<file path="src/hw/sacs_pkg.sv">
package sacs_pkg;

  // ***************************************************************
  // widths and timing
  // ***************************************************************
  localparam int unsigned RESULT_W = 18;
  localparam int unsigned CLK_PERIOD_PS = 10000;
  // re-initialization after a power event, least time
  localparam int unsigned REINIT_TIME_NS = 200000;
  // acquisition of the next sample opens this long after start
  localparam int unsigned ACQ_DELAY_NS = 527;
  // acquisition window at full throughput
  localparam int unsigned ACQ_TIME_PS = 1460000;
  // longest conversion time
  localparam int unsigned CONV_TIME_PS = 1500000;
  // early window in which a second trigger edge is harmless
  localparam int unsigned EARLY_WIN_NS = 40;

  // least times round up, longest round down
  localparam int unsigned REINIT_CYC = (REINIT_TIME_NS * 1000 + CLK_PERIOD_PS - 1) / CLK_PERIOD_PS;
  localparam int unsigned ACQ_DELAY_CYC = (ACQ_DELAY_NS * 1000 + CLK_PERIOD_PS - 1) / CLK_PERIOD_PS;
  localparam int unsigned ACQ_CYC = (ACQ_TIME_PS + CLK_PERIOD_PS - 1) / CLK_PERIOD_PS;
  localparam int unsigned CONV_CYC = CONV_TIME_PS / CLK_PERIOD_PS;
  localparam int unsigned EARLY_CYC = EARLY_WIN_NS * 1000 / CLK_PERIOD_PS;

  localparam int unsigned CNT_W = 16;
  localparam int unsigned SAR_CNT_W = 5;

  typedef enum logic [1:0] {
    SACS_ST_REINIT,
    SACS_ST_NAP,
    SACS_ST_CONV
  } sacs_state_t;

  // result word handed to the serial side
  typedef struct packed {
    logic valid;
    logic [RESULT_W-1:0] code;
  } sacs_result_t;

  // power status carried together
  typedef struct packed {
    logic core_on;
    logic acquiring;
    logic ready;
  } sacs_power_t;

endpackage

</file>
<file path="src/hw/sacs_sar_engine.sv">
`timescale 1ns/1ps
`default_nettype none

// ***************************************************************
// successive approximation engine: one bit per step, msb first
// ***************************************************************
module sacs_sar_engine (
  input wire logic i_clk_sys,
  input wire logic i_arst_n,
  input wire logic i_start,
  input wire logic i_step,
  input wire logic i_cmp_high,
  output logic [sacs_pkg::RESULT_W-1:0] o_code,
  output logic o_done
);
  import sacs_pkg::*;

  logic [RESULT_W-1:0] trial_r;
  logic [SAR_CNT_W-1:0] bit_r;
  logic active_r;

  // each step keeps or drops the trial bit, then tries the next lower one
  always_ff @(posedge i_clk_sys or negedge i_arst_n) begin
    if (!i_arst_n) begin
      trial_r <= '0;
      bit_r <= '0;
      active_r <= 1'b0;
    end else if (i_start) begin
      trial_r <= {1'b1, {(RESULT_W-1){1'b0}}};
      bit_r <= SAR_CNT_W'(RESULT_W - 1);
      active_r <= 1'b1;
    end else if (active_r && i_step) begin
      if (!i_cmp_high) begin
        trial_r[bit_r] <= 1'b0;
      end
      if (bit_r != '0) begin
        trial_r[bit_r - SAR_CNT_W'(1)] <= 1'b1;
        bit_r <= bit_r - SAR_CNT_W'(1);
      end else begin
        active_r <= 1'b0;
      end
    end
  end

  // offset binary from the dac becomes two's complement by flipping the msb
  assign o_code = {~trial_r[RESULT_W-1], trial_r[RESULT_W-2:0]};
  assign o_done = ~active_r;

endmodule

`default_nettype wire

</file>
<file path="src/hw/sacs_sequencer.sv">
`timescale 1ns/1ps
`default_nettype none

// Function
// - Power-on reset is applied at power-up and whenever supply drops below 2V.
// - When supply returns, the converter is re-initialized before normal work.
// - A conversion started before re-initialization ends gives a result marked invalid.
// - A rising trigger edge starts a conversion and powers the core.
// - Trigger edges during a conversion do not restart it.
// - Busy is high for the whole conversion and drops when it completes.
// - Acquisition of the next input begins 527ns after conversion start.
// - An acquisition period of 1.460us is provided in each cycle at full rate.
// - Each conversion lasts at most 1.5us, timed internally.
// - After a conversion the core naps until the next starting edge.
// - In nap only the core is powered down; the rest stays active.
// - The last result is retained during nap for readout.
// - At the end of conversion the result is an 18-bit output word.
// - The result is in two's complement form.
module sacs_sequencer (
  input wire logic i_clk_sys,
  input wire logic i_arst_n,
  input wire logic i_supply_ok,
  input wire logic i_conversion_trigger,
  input wire logic i_cmp_high,
  output logic o_busy,
  output sacs_pkg::sacs_power_t o_power,
  output logic o_sample_hold,
  output logic o_iface_on,
  output sacs_pkg::sacs_result_t o_result
);
  import sacs_pkg::*;

  // ***************************************************************
  // input synchronisers
  // ***************************************************************
  logic trig_m_r, trig_s_r, trig_d_r;
  logic sup_m_r, sup_s_r;

  // first stage feeds only the second stage
  always_ff @(posedge i_clk_sys or negedge i_arst_n) begin
    if (!i_arst_n) begin
      trig_m_r <= 1'b0;
      trig_s_r <= 1'b0;
      trig_d_r <= 1'b0;
      sup_m_r <= 1'b0;
      sup_s_r <= 1'b0;
    end else begin
      trig_m_r <= i_conversion_trigger;
      trig_s_r <= trig_m_r;
      trig_d_r <= trig_s_r;
      sup_m_r <= i_supply_ok;
      sup_s_r <= sup_m_r;
    end
  end

  logic trig_rise;
  assign trig_rise = trig_s_r & ~trig_d_r;

  // ***************************************************************
  // state and counters
  // ***************************************************************
  sacs_state_t state_r, state_nxt;
  logic [CNT_W-1:0] reinit_cnt_r;
  logic [CNT_W-1:0] conv_cnt_r;
  logic [CNT_W-1:0] acq_cnt_r;
  logic suspect_r;
  logic conv_end;

  // the sar engine steps evenly so all 18 bits finish inside the time budget
  localparam logic [CNT_W-1:0] STEP_DIV = CNT_W'((CONV_CYC - 2) / RESULT_W);
  localparam logic [CNT_W-1:0] CONV_LAST = CNT_W'(CONV_CYC - 1);
  localparam logic [CNT_W-1:0] REINIT_LAST = CNT_W'(REINIT_CYC - 1);
  localparam logic [CNT_W-1:0] ACQ_START = CNT_W'(ACQ_DELAY_CYC);
  localparam logic [CNT_W-1:0] ACQ_LEN = CNT_W'(ACQ_CYC);

  function automatic logic cnt_hit(input logic [CNT_W-1:0] cnt, input logic [CNT_W-1:0] lim);
    cnt_hit = (cnt == lim);
  endfunction

  assign conv_end = (state_r == SACS_ST_CONV) && cnt_hit(conv_cnt_r, CONV_LAST);

  logic reinit_done;
  // the timer keeps running through an early conversion, so later ones stay flagged until it ends
  assign reinit_done = cnt_hit(reinit_cnt_r, REINIT_LAST);

  // next state
  always_comb begin
    state_nxt = state_r;
    case (state_r)
      SACS_ST_REINIT: begin
        // a trigger wins over the timer end, so an edge on that cycle is not lost
        if (trig_rise) begin
          state_nxt = SACS_ST_CONV;
        end else if (reinit_done) begin
          state_nxt = SACS_ST_NAP;
        end
      end
      SACS_ST_NAP: begin
        if (trig_rise) begin
          state_nxt = SACS_ST_CONV;
        end
      end
      SACS_ST_CONV: begin
        if (conv_end) begin
          // an early conversion hands back to the re-initialization still under way
          state_nxt = reinit_done ? SACS_ST_NAP : SACS_ST_REINIT;
        end
      end
      default: state_nxt = SACS_ST_REINIT;
    endcase
  end

  // a supply dip sends the block back to re-initialization from anywhere
  always_ff @(posedge i_clk_sys or negedge i_arst_n) begin
    if (!i_arst_n) begin
      state_r <= SACS_ST_REINIT;
    end else if (!sup_s_r) begin
      state_r <= SACS_ST_REINIT;
    end else begin
      state_r <= state_nxt;
    end
  end

  // re-initialization timer runs only while supply is good
  always_ff @(posedge i_clk_sys or negedge i_arst_n) begin
    if (!i_arst_n) begin
      reinit_cnt_r <= '0;
    end else if (!sup_s_r) begin
      reinit_cnt_r <= '0;
    end else if (!reinit_done) begin
      reinit_cnt_r <= reinit_cnt_r + CNT_W'(1);
    end
  end

  // a conversion started before the timer expired is flagged
  always_ff @(posedge i_clk_sys or negedge i_arst_n) begin
    if (!i_arst_n) begin
      suspect_r <= 1'b0;
    end else if (trig_rise && state_r != SACS_ST_CONV) begin
      suspect_r <= !reinit_done || !sup_s_r;
    end
  end

  // conversion timer; edges inside a conversion never reload it
  always_ff @(posedge i_clk_sys or negedge i_arst_n) begin
    if (!i_arst_n) begin
      conv_cnt_r <= '0;
    end else if (state_r != SACS_ST_CONV) begin
      conv_cnt_r <= '0;
    end else if (!conv_end) begin
      conv_cnt_r <= conv_cnt_r + CNT_W'(1);
    end
  end

  // ***************************************************************
  // sar engine
  // ***************************************************************
  logic sar_start, sar_step, sar_done;
  logic [RESULT_W-1:0] sar_code;
  logic [CNT_W-1:0] step_cnt_r;

  assign sar_start = (state_nxt == SACS_ST_CONV) && (state_r != SACS_ST_CONV) && sup_s_r;
  // the step counter runs 0 to STEP_DIV-1, one bit every STEP_DIV cycles
  assign sar_step = (state_r == SACS_ST_CONV) && cnt_hit(step_cnt_r, STEP_DIV - CNT_W'(1));

  always_ff @(posedge i_clk_sys or negedge i_arst_n) begin
    if (!i_arst_n) begin
      step_cnt_r <= '0;
    end else if (state_r != SACS_ST_CONV || sar_step) begin
      step_cnt_r <= '0;
    end else begin
      step_cnt_r <= step_cnt_r + CNT_W'(1);
    end
  end

  sacs_sar_engine u_sar (
    .i_clk_sys(i_clk_sys),
    .i_arst_n(i_arst_n),
    .i_start(sar_start),
    .i_step(sar_step),
    .i_cmp_high(i_cmp_high),
    .o_code(sar_code),
    .o_done(sar_done)
  );

  // ***************************************************************
  // acquisition window
  // ***************************************************************
  // the next sample is tracked from a fixed delay after start until the conversion ends, and on through nap
  always_ff @(posedge i_clk_sys or negedge i_arst_n) begin
    if (!i_arst_n) begin
      acq_cnt_r <= '0;
    end else if (sar_start) begin
      acq_cnt_r <= '0;
    end else if (!cnt_hit(acq_cnt_r, ACQ_START + ACQ_LEN)) begin
      acq_cnt_r <= acq_cnt_r + CNT_W'(1);
    end
  end

  logic acquiring;
  // in nap the sampler keeps tracking until the next start edge
  assign acquiring = (state_r == SACS_ST_NAP) ||
    (state_r == SACS_ST_CONV && acq_cnt_r >= ACQ_START);

  // ***************************************************************
  // result and outputs
  // ***************************************************************
  // result code changes only on the cycle busy falls; a supply dip also clears valid
  always_ff @(posedge i_clk_sys or negedge i_arst_n) begin
    if (!i_arst_n) begin
      o_result <= '0;
    end else if (conv_end && sup_s_r) begin
      o_result.code <= sar_code;
      o_result.valid <= ~suspect_r & sar_done;
    end else if (!sup_s_r) begin
      o_result.valid <= 1'b0;
    end
  end

  assign o_busy = (state_r == SACS_ST_CONV);
  assign o_power.core_on = (state_r == SACS_ST_CONV);
  assign o_power.acquiring = acquiring;
  assign o_power.ready = (state_r == SACS_ST_NAP);
  assign o_sample_hold = ~acquiring;
  // interface keeps power in nap so the kept word can still be shifted out
  assign o_iface_on = (state_r != SACS_ST_REINIT) || o_result.valid;
endmodule

`default_nettype wire

</file>
<file path="config.mk">
export PLATFORM = sky130hd
export DESIGN_NAME = sacs_sequencer
export DESIGN_NICKNAME = d
export VERILOG_FILES = /design/src/hw/sacs_pkg.sv /design/src/hw/sacs_sar_engine.sv /design/src/hw/sacs_sequencer.sv
export SDC_FILE = /design/constraint.sdc
export NUM_CORES = 1
export LEC_CHECK = 0
export ABC_AREA = 0
export BUFFER_PORTS_ARGS = -buffer_cell sky130_fd_sc_hd__buf_2
export CAP_MARGIN = 10
export CORE_MARGIN = 1
export CORE_UTILIZATION = 50
export CTS_CLUSTER_DIAMETER = 150
export CTS_CLUSTER_SIZE = 25
export DETAILED_ROUTE_END_ITERATION = 7
export MAX_ROUTING_LAYER = met4
export PLACE_DENSITY = 0.74
export SLEW_MARGIN = 20
export SYNTH_ARGS = -nofsm -noshare
export SYNTH_HDL_FRONTEND = slang
export SYNTH_SLANG_ARGS = --single-unit
</file>
<file path="constraint.sdc">
create_clock -name i_clk_sys -period 2.4 [get_ports i_clk_sys]
set_input_delay 0.12 -clock i_clk_sys [delete_from_list [all_inputs] [get_ports i_clk_sys]]
set_output_delay 0.12 -clock i_clk_sys [all_outputs]
set_load 0.005 [all_outputs]
</file>
# Yosys cells after proc, flatten, opt, wreduce, memory -nomap -nowiden
# Cells that the tools add are included.
# word_totals
input_bits	5
rom_bits	0
elab_cells	104
mem_count	0
latchBits	0
ram_bits	0
register_bits	115
# op_classes
magnitude_cmp	5
addsub	5
n_div	0
n_mux	32
shifts	0
multipliers	0
n_reduce_logical	23
bitwise	10
eq_ne	13
# ops
cell	n
2-to-1 mux 16 bit	7
2-to-1 mux 18 bit	6
adder 16 x 1 -> 16 bit (second input constant)	4
== test 16 x 8 -> 1 bit (second input constant)	2
AND 18 bit	1
inverter 18 bit	1
OR 18 bit	1
== test 16 x 15 -> 1 bit (second input constant)	1
== test 16 x 3 -> 1 bit (second input constant)	1
greater-or-equal comparator 16 x 6 -> 1 bit (second input constant)	1
2-to-1 mux 5 bit	3
less-than comparator 5 x 6 -> 1 bit (second input constant)	2
demux 1 bit (select 5 bit)	2
greater-or-equal comparator 5 x 1 -> 1 bit (second input constant)	2
logical AND 1 bit	10
2-to-1 mux 2 bit	5
2-to-1 mux 1 bit	8
inequality test 2 bit (second input constant)	4
one-hot mux 2 bit (3 select lines)	1
nonzero test 2 bit	3
inverter 1 bit	5
nonzero test 5 bit	1
subtractor 5 x 1 -> 5 bit (second input constant)	1
== test 2 bit (second input constant)	2
other kinds (7)	14

# Longest topological paths before layout
# Gate-level depths: netlist of the first run.
# depth
word_depth	13
mapped_depth	9

# Cells and area by module
# From an unflattened synthesis of the first run, not the netlist that was laid out.
# hier_totals
hier_cells	573
hier_area_um2	5795.6
# by_module_without_submodules
module	area_per_inst_um2	instances	seq_area_each_um2	cells_per_inst
sacs_sequencer	4300.4	1	2277.2	407
sacs_sar_engine	1495.2	1	600.6	166

# Least setup slack after synthesis of the first run
# Ideal clock, no wire load.
# synth_timing
path_type	register -> register
startpoint	reg conv_cnt_r[1]
endpoint	reg o_result[10] in the netlist's numbering
path_stages_with_launch	9
path_buffers	2
path_slack_ns	0.397
setup_time_ns	0.125
required_time_ns	2.275
period_less_slack_ns	2.003
arrival_ns	1.877
cell_sequence	dfrtp_1 -> inv_1 -> ha_1 -> and4bb_2 -> nand4_4 -> or3_1 -> buf_6 -> buf_12 -> mux2_4
# synth_between
elab_chain_len	3
# synth_lines
element	line	source
start, declared	sacs_sequencer.sv:64	logic [CNT_W-1:0] conv_cnt_r;
start signal, assigned	sacs_sequencer.sv:151	conv_cnt_r <= conv_cnt_r + CNT_W'(1);
== test 16 x 8 -> 1 bit	sacs_sequencer.sv:77	cnt_hit = (cnt == lim);
logical AND 1 bit	sacs_sequencer.sv:80	assign conv_end = (state_r == SACS_ST_CONV) && cnt_hit(conv_cnt_r, CONV_LAST);
logical AND 1 bit	sacs_sequencer.sv:212	end else if (conv_end && sup_s_r) begin
end, declared	sacs_sequencer.sv:29	output sacs_pkg::sacs_result_t o_result
# Every way passes these cells.
# A chain may end at the register's enable or synchronous reset.

# Final worst setup path of the first run
# layout_timing
startpoint	reg step_cnt_r[0]
endpoint	reg u_sar.trial_r[4]
# layout_between
elab_chain_len	4
# layout_lines
element	line	source
start, declared	sacs_sequencer.sv:160	logic [CNT_W-1:0] step_cnt_r;
start signal, assigned	sacs_sequencer.sv:172	step_cnt_r <= step_cnt_r + CNT_W'(1);
== test 16 x 3 -> 1 bit	sacs_sequencer.sv:77	
logical AND 1 bit	sacs_sequencer.sv:164	assign sar_step = (state_r == SACS_ST_CONV) && cnt_hit(step_cnt_r, STEP_DIV - CNT_W'(1));
logical AND 1 bit	sacs_sar_engine.sv:32	end else if (active_r && i_step) begin
nonzero test 2 bit (no line)	n/a	
end signal, assigned	sacs_sar_engine.sv:29	trial_r <= {1'b1, {(RESULT_W-1){1'b0}}};
end, declared	sacs_sar_engine.sv:18	logic [RESULT_W-1:0] trial_r;
# Every way passes these cells.

==> impl_metrics.yaml, run 1 <==
status:
  status: "complete, no violations"
global_routing:
  grt.overflow.total: 0
  antenna_found_initial: 0
  grt_pass1_wl_um: 18910
  first_global_vias: 4127
  grt.total_usage_pct: 21.55
  grt_start_max_net_pins: 60
finish:
  final_common_cell: "dfrtp_1"
  finalNetCount: 595
  n_fill_cell: 815
  final_core_util_pct: 61.70
  n_antenna_cell: 0
  layout_common_cells: "dfrtp_1 (115), nor2_1 (79), nand2_1 (55)"
  drive_gt1_share_pct: 16.75
  syn_to_final_growth_pct: 17.61
  fin_area_mm2: 0.006484
timing:
  fin_crit_sh_pct: 92.17
  tns_ns: 0
  whs_ns: 0.2086
  setup_viol: 0
  worst_clock_skew_ns: 0.007917
  rsz0062_at_grt: "no"
  max_slew_margin_pct: 50.32
  max_freq_mhz: 452.1
  period_needed_ns: 2.212
  tightest_slew_ns: 0.7452
  drv_slew: 0
  hold_viol_final: 0
logic_synthesis:
  yosys_register_bits: 115
  synth_cell_types: 46
  synthFlopType: "dfrtp_1"
  synth_area_leader_cell: "dfrtp_1"
  synth.avg_cell_area_um2: 10.27
  async_flop_share_pct: 100.0
  yosysSeqAreaShare_pct: 52.20
  synth-edff-count: 0
  netlist.area_leader.share_pct: 52.20
  yosysWarnings: 0
  syn-cell-area_mm2: 0.005513
  synthTopCellsByArea: "dfrtp_1 (52%), xor2_1 (5.9%), nor2_1 (5.4%), nand2_1 (3.7%), xnor2_1 (3.5%)"
  syn-num-nets: 553
  synth_cells: 537
worst_setup_path:
  critical_path_class: "reg2reg"
  arrival_ns: 2.59
  rr_startpoint: "step_cnt_r[0]"
  worstPathMaxFanout: 11
  r2r_setup_slack_ns: 0.19
  cp.required_ns: 2.78
  critPathCaptureType: "register"
  r2r_end: "u_sar.trial_r[4]"
  ff2ff_path_depth: 6
  worstSetupStartpointType: "register"
cts:
  clk_latency_ns: 0.51
  htree_num_levels: 4
  clock_path_buffers: 2
  clkSlewWorstSetupHoldPaths_ns: 0.06
  cts.sinks: 115
  cts_root_buffer: "clkbuf_8"
  cts_buffers: 17
  tritoncts: "done"
die:
  top_level_ports: 30
  die_w_um: 107
  start_util_pct: 52.46
  die_h_um: 107
  coreArea_mm2: 0.01051
  die-area_mm2: 0.01145
  rows: 37
drt:
  drt-total-wl_um: 11050
  drtPass1Iterations: 5
  num_vias: 4092
  drc: 0
  first_iter_violations: 301
  wire_per_inst_um: 15.20
  via_per_inst: 5.629
  ant_nets: 0
power:
  intPower_mw: 3.777
  irDropWorstVdd_mv: 0.3944
  finalPower_mw: 4.927
  p_per_area_mw_per_mm2: 759.8
  p_sw_share_pct: 23.34
  power_frac_seq_pct: 41.7
  netSwitchingPower_mw: 1.150
  p_leak_nw: 2.971
  p_comb_share_pct: 5.0
  p_clk_share_pct: 53.3
placement:
  portBuffers: 29
  placement.cell_area_mm2: 0.005814
  dp_hpwl_um: 7213
  place.gp.congestion: 0.9367
worst_hold_path:
  hold_path.class: "in2async"
flow_run:
  drv_cap: 0
[worst max-delay path by stage]
| stage | endpoint | from | slack, ns |
|---|---|---|---|
| global placement | o_result[11] | conv_cnt_r[1] | 0.38 |
| global route | u_sar.trial_r[1] | step_cnt_r[0] | 0.03 |
| finish | u_sar.trial_r[4] | step_cnt_r[0] | 0.19 |
| detailed placement | u_sar.bit_r[1] | step_cnt_r[0] | 0.26 |
| floorplan | o_result[10] | conv_cnt_r[1] | 0.40 |
| CTS | o_sample_hold | acq_cnt_r[1] | 0.04 |
[critical path, cell delays in order (launching register included)]
cell,delay (ns)
dfrtp_1,0.37
ha_1,0.22
nor4bb_1,0.25
and4_1,0.45
nand4b_1,0.32
o21ai_0,0.32
a21oi_1,0.14
[layer usage]
layer  share of wire [%]  track usage, %  up-vias
li1                    -               -     1940
met1                  45           26.09     1988
met2                  47           33.00      129
met3                 4.5           4.742       35
met4                 3.4           13.21        0
met5                   0               -        -
[power by group through the flow]
stage	Sequential [mW]	Combinational [mW]	Clock [mW]
after CTS	2.05	0.252	2.66
after global routing	2.06	0.288	2.74
after global placement	2.08	0.228	0
after floorplan	2.07	0.151	0
final	2.05	0.248	2.62
after detailed placement	2.08	0.243	0
[cell type report]
type	instances	area, um2	area share [%]
clock inverters	14	203.9	3.146
flip-flops and latches	115	2878	44.38
well taps	136	170.2	2.624
repair buffers	43	275.3	4.245
clock buffers	17	414.1	6.387
inverters	12	45.04	0.6947
multi-input cells	390	2497	38.52
[state kept, by name, indices dropped and copies added (netlist names)]
register	cells
acq_cnt_r	16
conv_cnt_r	16
o_result	19
reinit_cnt_r	16
state_r	2
step_cnt_r	16
sup_m_r	1
sup_s_r	1
suspect_r	1
trig_d_r	1
trig_m_r	1
trig_s_r	1
u_sar.active_r	1
u_sar.bit_r	5
u_sar.trial_r	18
[what timing repair did]
action / CTS / global route
endpoints found under the setup margin: 0 / 5
endpoints found under the hold margin: 61 / 0
gates resized for setup: 0 / 3
setup buffers: 0 / 0
hold buffers: 4 / 0
[cell families (layout without fill, tap and decap cells)]
family                     after synthesis  in the layout  synth area share [%]
DFF                                    115            115                 52.20
xor gates and xnor gates                59             59                 9.373
muxes                                   20             20                 4.562
buffers and inverters                   32             86                 2.792
AOI/OAI and AO/OA                       58             58                 6.128
adders and majority gates               11             11                 2.497
and+or+nand+nor                        242            242                 22.45
[stage by stage]
step                cells  setup slack (ns)
floorplan             537            0.3975
global placement      692            0.3761
detailed placement    692            0.2615
CTS                   727           0.03982
global route          727           0.03070
finish                727            0.1880
[synthesized netlist by cell type, types with 2 or more instances]
| library cell | n |
|---|---|
| dfrtp_1 | 115 |
| nor2_1 | 79 |
| nand2_1 | 55 |
| xor2_1 | 37 |
| o21ai_0 | 23 |
| nand3_1 | 22 |
| xnor2_1 | 22 |
| a21oi_1 | 18 |
| nand4_1 | 15 |
| clkbuf_1 | 14 |
| inv_1 | 12 |
| and3_1 | 11 |
| ha_1 | 11 |
| nor4_1 | 10 |
| mux2_2 | 9 |
| nor3_1 | 9 |
| mux2_4 | 8 |
| o211ai_1 | 8 |
| and4_1 | 6 |
| nand2b_1 | 6 |
| or3_1 | 6 |
| nand4b_1 | 5 |
| and2_1 | 3 |
| mux2i_1 | 3 |
| a211oi_1 | 2 |
| a31oi_1 | 2 |
| buf_2 | 2 |
| buf_4 | 2 |
| nor2b_1 | 2 |
| nor3b_1 | 2 |
| o41ai_1 | 2 |
| or2_2 | 2 |
(Power assumes the default switching activity.)
==> run 2: changes to the inputs <==
Clock period 2.4 ns to 2.1 ns, I/O delays scaled along.
==> impl_metrics.yaml, run 2 (same netlist as run 1, synthesis figures left out) <==
placement:
  portBuffers: 29
  place.gp.congestion: 0.8645
  detailedPlace.worstSlack_ns: 0.1688
  place_inst: 698
  dp_hpwl_um: 7475
  placement.cell_area_mm2: 0.005872
timing:
  period_needed_ns: 2.067
  tns_ns: 0
  whs_ns: 0.1892
  max_slew_margin_pct: 55.80
  max_freq_mhz: 483.8
  worst_slack_ns: 0.03298
  rsz0062_at_grt: "yes"
  drv_slew: 0
  worst_clock_skew_ns: 0.007278
  fin_crit_sh_pct: 98.43
  tightest_slew_ns: 0.6580
  hold_viol_final: 0
  setup_viol: 0
power:
  finalPower_mw: 5.556
  intPower_mw: 4.304
  irDropWorstVdd_mv: 0.6142
  p_comb_share_pct: 6.2
  p_per_area_mw_per_mm2: 843.5
  p_sw_share_pct: 22.54
  p_clk_share_pct: 51.5
  power_frac_seq_pct: 42.2
  p_leak_nw: 3.047
  netSwitchingPower_mw: 1.252
flow_run:
  drv_cap: 0
finish:
  largest-register: "o_result"
  fin_area_mm2: 0.006588
  syn_to_final_growth_pct: 19.50
  largest_reg_flops: 19
  reg_top3: "o_result x19, u_sar.trial_r x18"
  final_common_cell: "dfrtp_1"
  layout.cells.non_filler: 741
  final_core_util_pct: 62.69
  finalNetCount: 608
  layout_common_cells: "dfrtp_1 (115), nor2_1 (79), nand2_1 (55)"
  drive_gt1_share_pct: 19.34
  n_antenna_cell: 0
global_routing:
  grtUsageMet3_pct: 5.471
  first_global_vias: 4114
  grt_start_max_net_pins: 116
  grtUsageMet1_pct: 27.52
  grt_use_met2_pct: 36.18
  antenna_found_initial: 0
  grt.overflow.total: 0
  grt_pass1_wl_um: 19560
  busiest_layer: "met2"
  grt.total_usage_pct: 22.57
die:
  rows: 37
  start_util_pct: 52.46
  top_level_ports: 30
  coreArea_mm2: 0.01051
  die_w_um: 107
  die-area_mm2: 0.01145
  die_h_um: 107
cts:
  cts_root_buffer: "clkbuf_8"
  cts.sinks: 115
  htree_num_levels: 4
  cts_buffers: 17
  clock_path_buffers: 2
  clk_latency_ns: 0.52
  clkSlewWorstSetupHoldPaths_ns: 0.05
  tritoncts: "done"
drt:
  num_vias: 4131
  via_per_inst: 5.575
  wire_per_inst_um: 15.77
  drc: 0
  drt-total-wl_um: 11680
  drtPass1Iterations: 4
  ant_nets: 0
  first_iter_violations: 298
worst_hold_path:
  hold_path.class: "in2async"
worst_setup_path:
  critPathCaptureType: "primary output"
  worstSetupStartpointType: "register"
  cp.required_ns: 2.00
  cp-startpoint: "acq_cnt_r[0]"
  worstPathMaxFanout: 4
  rr_startpoint: "conv_cnt_r[6]"
  arrival_ns: 1.96
  critical_path_class: "reg2out"
status:
  status: "complete, no violations"
-- run 2: changes by cell type in the layout (fill, tap and decap cells not counted), sizes merged --
cell / before / now
buf: 39 / 52
clkbuf: 17 / 21
clkinv: 4 / 7
inv: 15 / 12
clkinvlp: 3 / 1
bufinv: 4 / 3
-- run 2: final cells by class --
| type | count | area, um2 |
|---|---|---|
| clock buffer | 21 | 459.2 |
| timing repair buffer | 56 | 385.4 |
| tap | 136 | 170.2 |
| clock inverter | 11 | 132.6 |
| fill | 795 | 3921 |
| multi-input combinational | 390 | 2517 |
| sequential | 115 | 2878 |
| inverter | 12 | 45.04 |
-- run 2: repair_timing --
| action | in CTS | in global routing |
|---|---|---|
| endpoints found under the setup margin | 2 | 5 |
| hold buffers | 4 | 0 |
| pin swaps | 4 | 1 |
| hold endpoints to repair | 118 | 0 |
| setup buffers | 4 | 3 |
| gates resized for setup | 4 | 4 |
-- run 2: path summary, 6_finish.rpt --
kind,cells past startpoint,endpoint,slack [ns]
max,7,o_sample_hold,0.03
min,3,step_cnt_r[13],0.19
max reg2reg,5,o_result[15],0.16
min reg2reg,0,trig_s_r,0.35
max in group asynchronous,3,conv_cnt_r[5],1.43
min in group i_clk_sys,2,sup_m_r,0.22
-- run 2: power by group through the flow --
stage	Clock (mW)	Sequential, mW	Combinational [mW]
after global routing	3.01	2.36	0.398
after global placement	0	2.38	0.263
after detailed placement	0	2.38	0.277
final	2.86	2.35	0.347
after floorplan	0	2.37	0.172
after CTS	2.90	2.34	0.320
-- run 2: critical path, cell delays in order, from the launching register on --
cell	delay (ns)
dfrtp_1	0.42
ha_2	0.20
nand2b_4	0.13
a21oi_2	0.12
nor2_1	0.06
o41ai_2	0.23
nor2b_1	0.16
buf_2	0.11
-- run 2: metal layers --
layer  up-vias  routed length [um]
met5         -                   0
met4         0                 178
met3        16                 467
met2       109                5746
met1      2045                5290
li1       1961                   -
